### src/rtl/ppo_pkg.sv
// Package for the pulse output next-data and trigger-select block
package ppo_pkg;
   // APB byte addresses of the register words
   localparam logic [7:0] ADDR_TRIG_SEL = 8'h00;
   localparam logic [7:0] ADDR_MODE = 8'h04;
   localparam logic [7:0] ADDR_NEXT_EN_HIGH = 8'h08;
   localparam logic [7:0] ADDR_NEXT_EN_LOW = 8'h0c;
   localparam logic [7:0] ADDR_OUT_PAT_HIGH = 8'h10;
   localparam logic [7:0] ADDR_OUT_PAT_LOW = 8'h14;
   localparam logic [7:0] ADDR_NEXT_HIGH_A = 8'h18;
   localparam logic [7:0] ADDR_NEXT_HIGH_B = 8'h1c;
   localparam logic [7:0] ADDR_NEXT_LOW_A = 8'h20;
   localparam logic [7:0] ADDR_NEXT_LOW_B = 8'h24;

   // Reset values and read fill constants
   localparam logic [7:0] TRIG_SEL_RST = 8'hff;
   localparam logic [7:0] MODE_RST = 8'hf0;
   localparam logic [7:0] ZERO_BYTE = 8'h00;
   localparam logic [15:0] ZERO_PAT = 16'h0000;
   localparam logic [3:0] NIBBLE_ONES = 4'hf;
   localparam logic [3:0] NIBBLE_ZERO = 4'h0;

   // Field positions in the trigger-select register
   localparam int G3_SEL_LSB = 6;
   localparam int G2_SEL_LSB = 4;
   localparam int G1_SEL_LSB = 2;
   localparam int G0_SEL_LSB = 0;
   // Non-overlap bits in the mode register
   localparam int G3_NOV_BIT = 3;
   localparam int G2_NOV_BIT = 2;

   localparam int NUM_GROUPS = 4;
   localparam int NUM_CH = 4;
   localparam int FIFO_DEPTH = 2;

   typedef logic [1:0] ppo_chan_t;

   // Compare-match events from the timer, one bit per channel
   typedef struct packed {
      logic [NUM_CH-1:0] cm_a;
      logic [NUM_CH-1:0] cm_b;
   } ppo_evt_t;

   // Snapshot of the output pattern after a transfer
   typedef struct packed {
      logic [7:0] high;
      logic [7:0] low;
   } ppo_pat_t;
endpackage : ppo_pkg

### src/rtl/ppo_next_data.sv
// Next-data staging, trigger select and output pattern transfer
//
// The APB register port and the address map were decided locally.
`timescale 1ns/1ps
`default_nettype none

// Contract
// - Shared high layout: one byte address
// - Split high layout: nibbles at two addresses
// - Shared low layout: one byte address
// - Split low layout: nibbles at two addresses
// - Split layout unused nibble reads ones, ignored
// - Trigger copies high next bits to output
// - Trigger copies low next bits to output
// - Split high: 15:12 upper, 11:8 lower
// - Split low: 7:4 upper, 3:0 lower
// - Next-data bits read/write, reset zero
// - Eight-bit trigger-select register, per group
// - Bits 7:6 pick group 3 channel
// - Bits 5:4 pick group 2 channel
// - Only enabled bits are transferred
// - Enabled output bits are CPU read-only
// - Normal mode transfers on compare A
// - Non-overlap: A all, B zeros only
module ppo_next_data #(
   parameter ppo_pkg::ppo_chan_t LOW_GROUP_CHAN = 2'b11
) (
   input wire logic clk,
   input wire logic arst_n,
   input wire logic psel,
   input wire logic penable,
   input wire logic pwrite,
   input wire logic [7:0] paddr,
   input wire logic [31:0] pwdata,
   input wire logic [3:0] pstrb,
   output logic [31:0] prdata,
   output logic pready,
   output logic pslverr,
   input wire ppo_pkg::ppo_evt_t evt,
   input wire logic evt_valid,
   output logic evt_ready,
   output ppo_pkg::ppo_pat_t pat_out,
   output logic pat_valid,
   input wire logic pat_ready,
   output logic [15:0] pulse_out
);
   import ppo_pkg::*;

   logic [7:0] trig_sel_reg;
   logic [7:0] mode_reg;
   logic [7:0] next_en_high_reg;
   logic [7:0] next_en_low_reg;
   logic [15:0] next_pat_reg;
   logic [15:0] out_pat_reg;
   wire logic [15:0] out_pat_next;
   logic [31:0] prdata_reg;

   logic high_split;
   logic low_split;
   logic [15:0] next_en;
   logic take_evt;
   logic setup;
   logic access;
   logic wr;
   logic wr_lane0;
   logic mapped;
   logic [7:0] rd_byte;

   // Layout follows whether the paired groups' select fields match
   assign high_split = trig_sel_reg[G3_SEL_LSB +: 2] != trig_sel_reg[G2_SEL_LSB +: 2];
   assign low_split = trig_sel_reg[G1_SEL_LSB +: 2] != trig_sel_reg[G0_SEL_LSB +: 2];
   assign next_en = {next_en_high_reg, next_en_low_reg};

   // ---------------- APB slave ----------------
   assign setup = psel && !penable;
   assign access = psel && penable;
   assign wr = access && pwrite && !pslverr;
   assign wr_lane0 = wr && pstrb[0];
   // Zero wait states: read data is captured in the setup cycle
   assign pready = 1'b1;
   assign pslverr = access && !mapped;
   assign prdata = prdata_reg;

   always_comb begin
      mapped = 1'b1;
      rd_byte = ZERO_BYTE;
      unique case (paddr)
         ADDR_TRIG_SEL: rd_byte = trig_sel_reg;
         ADDR_MODE: rd_byte = mode_reg;
         ADDR_NEXT_EN_HIGH: rd_byte = next_en_high_reg;
         ADDR_NEXT_EN_LOW: rd_byte = next_en_low_reg;
         ADDR_OUT_PAT_HIGH: rd_byte = out_pat_reg[15:8];
         ADDR_OUT_PAT_LOW: rd_byte = out_pat_reg[7:0];
         ADDR_NEXT_HIGH_A: begin
            if (high_split) begin
               rd_byte = {next_pat_reg[15:12], NIBBLE_ONES};
            end else begin
               rd_byte = next_pat_reg[15:8];
            end
         end
         ADDR_NEXT_HIGH_B: begin
            // The second nibble address only exists in the split layout
            mapped = high_split;
            rd_byte = high_split ? {NIBBLE_ONES, next_pat_reg[11:8]} : ZERO_BYTE;
         end
         ADDR_NEXT_LOW_A: begin
            if (low_split) begin
               rd_byte = {next_pat_reg[7:4], NIBBLE_ONES};
            end else begin
               rd_byte = next_pat_reg[7:0];
            end
         end
         ADDR_NEXT_LOW_B: begin
            mapped = low_split;
            rd_byte = low_split ? {NIBBLE_ONES, next_pat_reg[3:0]} : ZERO_BYTE;
         end
         default: begin
            mapped = 1'b0;
            rd_byte = ZERO_BYTE;
         end
      endcase
   end

   always_ff @(posedge clk or negedge arst_n) begin
      if (!arst_n) begin
         prdata_reg <= '0;
      end else if (setup) begin
         prdata_reg <= {24'h000000, rd_byte};
      end
   end

   // Trigger select: all eight bits stored, low four only pick the low layout
   always_ff @(posedge clk or negedge arst_n) begin
      if (!arst_n) begin
         trig_sel_reg <= TRIG_SEL_RST;
      end else if (wr_lane0 && paddr == ADDR_TRIG_SEL) begin
         trig_sel_reg <= pwdata[7:0];
      end
   end

   always_ff @(posedge clk or negedge arst_n) begin
      if (!arst_n) begin
         mode_reg <= MODE_RST;
      end else if (wr_lane0 && paddr == ADDR_MODE) begin
         mode_reg <= pwdata[7:0];
      end
   end

   always_ff @(posedge clk or negedge arst_n) begin
      if (!arst_n) begin
         next_en_high_reg <= ZERO_BYTE;
         next_en_low_reg <= ZERO_BYTE;
      end else begin
         if (wr_lane0 && paddr == ADDR_NEXT_EN_HIGH) begin
            next_en_high_reg <= pwdata[7:0];
         end
         if (wr_lane0 && paddr == ADDR_NEXT_EN_LOW) begin
            next_en_low_reg <= pwdata[7:0];
         end
      end
   end

   // Next-data writes, masked per nibble by the current layout
   always_ff @(posedge clk or negedge arst_n) begin
      if (!arst_n) begin
         next_pat_reg <= ZERO_PAT;
      end else if (wr_lane0) begin
         unique case (paddr)
            ADDR_NEXT_HIGH_A: begin
               next_pat_reg[15:12] <= pwdata[7:4];
               if (!high_split) begin
                  next_pat_reg[11:8] <= pwdata[3:0];
               end
            end
            ADDR_NEXT_HIGH_B: begin
               if (high_split) begin
                  next_pat_reg[11:8] <= pwdata[3:0];
               end
            end
            ADDR_NEXT_LOW_A: begin
               next_pat_reg[7:4] <= pwdata[7:4];
               if (!low_split) begin
                  next_pat_reg[3:0] <= pwdata[3:0];
               end
            end
            ADDR_NEXT_LOW_B: begin
               if (low_split) begin
                  next_pat_reg[3:0] <= pwdata[3:0];
               end
            end
            default: begin
            end
         endcase
      end
   end

   // ---------------- Trigger transfer per group ----------------
   // A stalled event stream holds the transfer so no trigger is dropped
   assign take_evt = evt_valid && evt_ready;

   generate
      for (genvar g = 0; g < NUM_GROUPS; g++) begin : g_group
         ppo_chan_t sel;
         logic nov;
         logic hit_a;
         logic hit_b;
         logic [3:0] en;
         logic [3:0] nd;
         logic [3:0] cur;
         logic [3:0] cpu_val;
         logic cpu_wr;
         logic [3:0] nxt;

         if (g == 3) begin : g_sel3
            assign sel = trig_sel_reg[G3_SEL_LSB +: 2];
            assign nov = mode_reg[G3_NOV_BIT];
         end else if (g == 2) begin : g_sel2
            assign sel = trig_sel_reg[G2_SEL_LSB +: 2];
            assign nov = mode_reg[G2_NOV_BIT];
         end else begin : g_sel_low
            // Low groups ignore their reserved select fields
            assign sel = LOW_GROUP_CHAN;
            assign nov = 1'b0;
         end

         assign hit_a = take_evt && evt.cm_a[sel];
         assign hit_b = take_evt && nov && evt.cm_b[sel];
         assign en = next_en[4*g +: 4];
         assign nd = next_pat_reg[4*g +: 4];
         assign cur = out_pat_reg[4*g +: 4];
         assign cpu_wr = wr_lane0 && (paddr == ((g >= 2) ? ADDR_OUT_PAT_HIGH : ADDR_OUT_PAT_LOW));
         // CPU may only touch bits whose transfer is disabled
         assign cpu_val = (cur & en) | (pwdata[4*(g%2) +: 4] & ~en);

         always_comb begin
            nxt = cpu_wr ? cpu_val : cur;
            if (hit_a) begin
               // Compare A wins when both matches land together
               nxt = (nd & en) | (cur & ~en);
            end else if (hit_b) begin
               nxt = (cur & ~(en & ~nd));
            end
         end
         // One process per group, each driving only its own slice
         assign out_pat_next[4*g +: 4] = nxt;
      end
   endgenerate

   always_ff @(posedge clk or negedge arst_n) begin
      if (!arst_n) begin
         out_pat_reg <= ZERO_PAT;
      end else begin
         out_pat_reg <= out_pat_next;
      end
   end

   assign pulse_out = out_pat_reg;

   // ---------------- Two-entry pattern buffer ----------------
   ppo_pat_t fifo_mem [FIFO_DEPTH];
   logic wr_ptr_reg;
   logic rd_ptr_reg;
   logic [1:0] count_reg;
   logic push;
   logic pop;

   // Each accepted event queues the resulting pattern
   assign evt_ready = count_reg != 2'(FIFO_DEPTH);
   assign push = take_evt;
   assign pop = pat_valid && pat_ready;
   assign pat_valid = count_reg != 2'd0;
   assign pat_out = fifo_mem[rd_ptr_reg];

   always_ff @(posedge clk or negedge arst_n) begin
      if (!arst_n) begin
         fifo_mem[0] <= '0;
         fifo_mem[1] <= '0;
      end else if (push) begin
         fifo_mem[wr_ptr_reg] <= out_pat_next;
      end
   end

   always_ff @(posedge clk or negedge arst_n) begin
      if (!arst_n) begin
         wr_ptr_reg <= 1'b0;
         rd_ptr_reg <= 1'b0;
         count_reg <= 2'd0;
      end else begin
         if (push) begin
            wr_ptr_reg <= ~wr_ptr_reg;
         end
         if (pop) begin
            rd_ptr_reg <= ~rd_ptr_reg;
         end
         unique case ({push, pop})
            2'b10: count_reg <= count_reg + 2'd1;
            2'b01: count_reg <= count_reg - 2'd1;
            default: count_reg <= count_reg;
         endcase
      end
   end
endmodule : ppo_next_data

`default_nettype wire

### config.mk
export PLATFORM = sky130hd
export DESIGN_NAME = ppo_next_data
export DESIGN_NICKNAME = d
export VERILOG_FILES = /design/src/rtl/ppo_pkg.sv /design/src/rtl/ppo_next_data.sv
export SDC_FILE = /design/constraint.sdc
export NUM_CORES = 1
export LEC_CHECK = 0
export ABC_AREA = 1
export CAP_MARGIN = 0
export CORE_MARGIN = 3
export CORE_UTILIZATION = 40
export CTS_BUF_LIST = sky130_fd_sc_hd__clkbuf_8
export CTS_CLUSTER_DIAMETER = 30
export CTS_CLUSTER_SIZE = 8
export DETAILED_ROUTE_END_ITERATION = 12
export DONT_BUFFER_PORTS = 1
export GPL_TIMING_DRIVEN = 0
export PLACE_DENSITY_LB_ADDON = 0.15
export SLEW_MARGIN = 30
export SYNTH_ARGS = -nofsm -noshare
export SYNTH_HDL_FRONTEND = slang
export SYNTH_SLANG_ARGS = --single-unit
### constraint.sdc
create_clock -name clk -period 2.41 [get_ports clk]
set_input_delay 0.241 -clock clk [delete_from_list [all_inputs] [get_ports clk]]
set_output_delay 0.241 -clock clk [all_outputs]
set_load 0.01 [all_outputs]
==> flow_metrics.py <==
metrics = {
    "timing": {
        "max-slew-margin-rel": 0.527,
        "hold_viol": 108,
        "final-setup-viol-count": 0,
        "finalHoldWorstSlack_ns": -0.472,
        "skew_ns": 0.0146,
        "worst_slack_ns": 0.0642,
        "tightestPinTransition_ns": 0.701,
        "finalMaxSlewViolations": 0,
        "period_needed_ns": 2.35,
        "final.setup.tns_ns": 0,
        "finalCritPeriodShare": 0.973,
        "max_freq_ghz": 0.426,
    },
    "cells_and_area": {
        "fill_cells": 1496,
        "antenna_cells": 0,
        "largest_reg_flops": 32,
        "area_growth_pct": 12.8,
        "seq_area_mm2": 0.00272,
        "drive_gt1_frac": 0.121,
        "fin_nets": 941,
        "final_common_cell": "nand2_1",
        "layout_common_cells": "nand2_1, dfrtp_1, inv_1, o21ai_0, buf_4",
        "multi_input_area_mm2": 0.00277,
    },
    "grt": {
        "grt_pass1_wl_mm": 29.2,
        "use_met3": 0.0614,
        "grt_pass1_vias": 5287,
        "grt_overflow_total": 0,
        "use_met2": 0.365,
        "grt_max_degree": 109,
        "busiest_layer": "met2",
        "grtUsageTotal": 0.231,
        "antenna_found_initial": 0,
        "met1_usage": 0.300,
    },
    "power_and_ir_drop": {
        "ir_worst_vdd_v": 0.000542,
        "total_leakage_power_nw": 3.48,
        "p_per_area_mw_per_mm2": 765,
    },
    "detailed_routing": {
        "wl_per_cell_um": 17.9,
        "routed_wl_mm": 19.2,
        "route.detailed.drc": 0,
        "dr.pass1.iters": 6,
        "vias_per_cell": 5.27,
        "vias": 5644,
        "drtAntennaViolNets": 0,
        "first_iter_violations": 503,
    },
    "clocking": {
        "cts.sinks": 108,
        "htreeDepth": 3,
        "clkSlewWorstSetupHoldPaths_ns": 0.11,
        "cts_hold_repair.buffers": 10,
        "worst_skew_pair.late_latency_ns": 0.40,
        "cts_inserted_buffers": 9,
        "cts_buffer_depth": 2,
        "cts-root-buf": "clkbuf_8",
        "cts_tree": "yes",
    },
    "placed_design": {
        "port_buffers": 0,
        "place_ws_ns": -0.240,
        "dp.final_hpwl_mm": 14.0,
        "gp_congestion": 0.914,
    },
    "setup_path": {
        "r2r_cells": 14,
        "cp-end-kind": "flip-flop",
        "cp-start-kind": "flip-flop",
        "critPathArrivalTime_ns": 2.65,
        "critPathKind": "reg2reg",
        "required_ns": 2.71,
        "path_max_fanout": 8,
    },
    "yosys": {
        "synth_enable_flop_cells": 0,
        "ys_ff_latch": 108,
        "syn_area_mm2": 0.00600,
        "synth_cells": 825,
        "yosysSeqAreaShare": 0.453,
        "avgSynthCellArea_um2": 7.27,
        "synthDistinctLibCells": 36,
        "synthArstFlopShare": 1.00,
        "yosys_warnings": 0,
        "synth_flop_cell": "dfrtp_1",
    },
    "die": {
        "die-area_mm2": 0.0165,
        "pin_count": 127,
        "placementRows": 44,
        "fp.dieH_um": 128,
        "coreArea_mm2": 0.0146,
        "start_util": 0.411,
        "fp.dieW_um": 128,
    },
    "run_status": {
        "violations": "negative hold slack",
        "outcome": "finished, violations left",
    },
    "min_path": {
        "hold_class": "in2async",
    },
    "flow_run": {
        "cap_violations": 0,
    },
}
==> repair_timing <==
item	CTS	global route
pin swaps	2	2
resized for setup	10	16
endpoints found under the hold margin	124	108
endpoints found under the setup margin	59	65
setup buffers	4	8
==> synthesized netlist by cell type, drive strengths merged, types with 3 or more instances <==
cell / number / area share
a21oi: 29 / 0.026
a221oi: 3 / 0.0044
buf: 31 / 0.037
clkbuf: 9 / 0.0056
clkinv: 4 / 0.0025
dfrtp: 96 / 0.40
dfstp: 12 / 0.053
inv: 98 / 0.061
nand2: 327 / 0.21
nand3: 33 / 0.028
nand4: 16 / 0.017
nor2: 26 / 0.023
o2111ai: 3 / 0.0044
o211ai: 4 / 0.0050
o21ai: 107 / 0.089
o221ai: 3 / 0.0044
o22ai: 8 / 0.0083
xnor2: 3 / 0.0044
==> cell type report <==
type                    count  share of cell area
multi-input cells         598               0.410
repair buffers             22              0.0281
flip-flops and latches    108               0.402
plain buffers              40              0.0405
clock inverters             5             0.00629
inverters                 102              0.0566
well taps                 184              0.0341
clock buffers              11              0.0224
==> stage by stage <==
stage                     cell area, um2   util  hold slack (ns)  total power, mW  cells
final                               6760  0.463           -0.472             5.17   1070
after global routing                6760  0.463           -0.504             5.53   1070
after CTS                           6670  0.457           -0.502             5.19   1062
after detailed placement            6310  0.433          -0.0501             4.02   1032
after global placement              6310  0.433          -0.0502             3.97   1032
after floorplan                     6080      -          -0.0546             3.54    848
==> worst paths after layout <==
path	start	to	slack (ns)
setup / recovery	trig_sel_reg[6]	fifo_mem[11]	0.06
hold / removal	arst_n	next_pat_reg[2]	-0.47
setup reg to reg	trig_sel_reg[6]	fifo_mem[11]	0.06
hold reg to reg	mode_reg[5]	mode_reg[5]	0.48
max in group asynchronous	arst_n	mode_reg[6]	2.67
min in group clk	penable	prdata[1]	0.01
==> where the power goes <==
group,total [mW],switching (mW),internal (mW)
Combinational,1.55,1.11,0.448
Sequential,2.49,0.307,2.18
Clock,1.13,0.686,0.444
Total,5.17,2.10,3.07
==> critical path: stages (launching register included) <==
cell     delay, ns
dfstp_2       0.53
buf_4         0.14
xnor2_1       0.14
nand2_2       0.14
nand2_4       0.12
nand2_4       0.10
nor2_4        0.15
a21oi_4       0.10
buf_4         0.15
nand2_2       0.18
nand2_1       0.08
nand3_1       0.07
nand2_1       0.18
nand2_1       0.12
nand2_1       0.06
==> per-layer routing <==
metal / share of wire / vias to the layer above / wire length [um]
met5: 0 / - / 0
met4: 0.042 / 0 / 802
met3: 0.092 / 53 / 1760
met2: 0.45 / 267 / 8720
met1: 0.41 / 2614 / 7900
li1: - / 2710 / -
==> kinds of logic after synthesis <==
logic type	Yosys count	share of synthesized area
other	2	0.00125
XOR/XNOR	5	0.00731
multiplexers	3	0.00543
buffers and inverters	142	0.106
flip-flops	108	0.453
adder cells (fa/ha/maj)	1	0.00209
AO/OA/AOI/OAI	161	0.147
AND/OR/NAND/NOR	403	0.277
No activity file was read; power rests on OpenSTA's default activity.
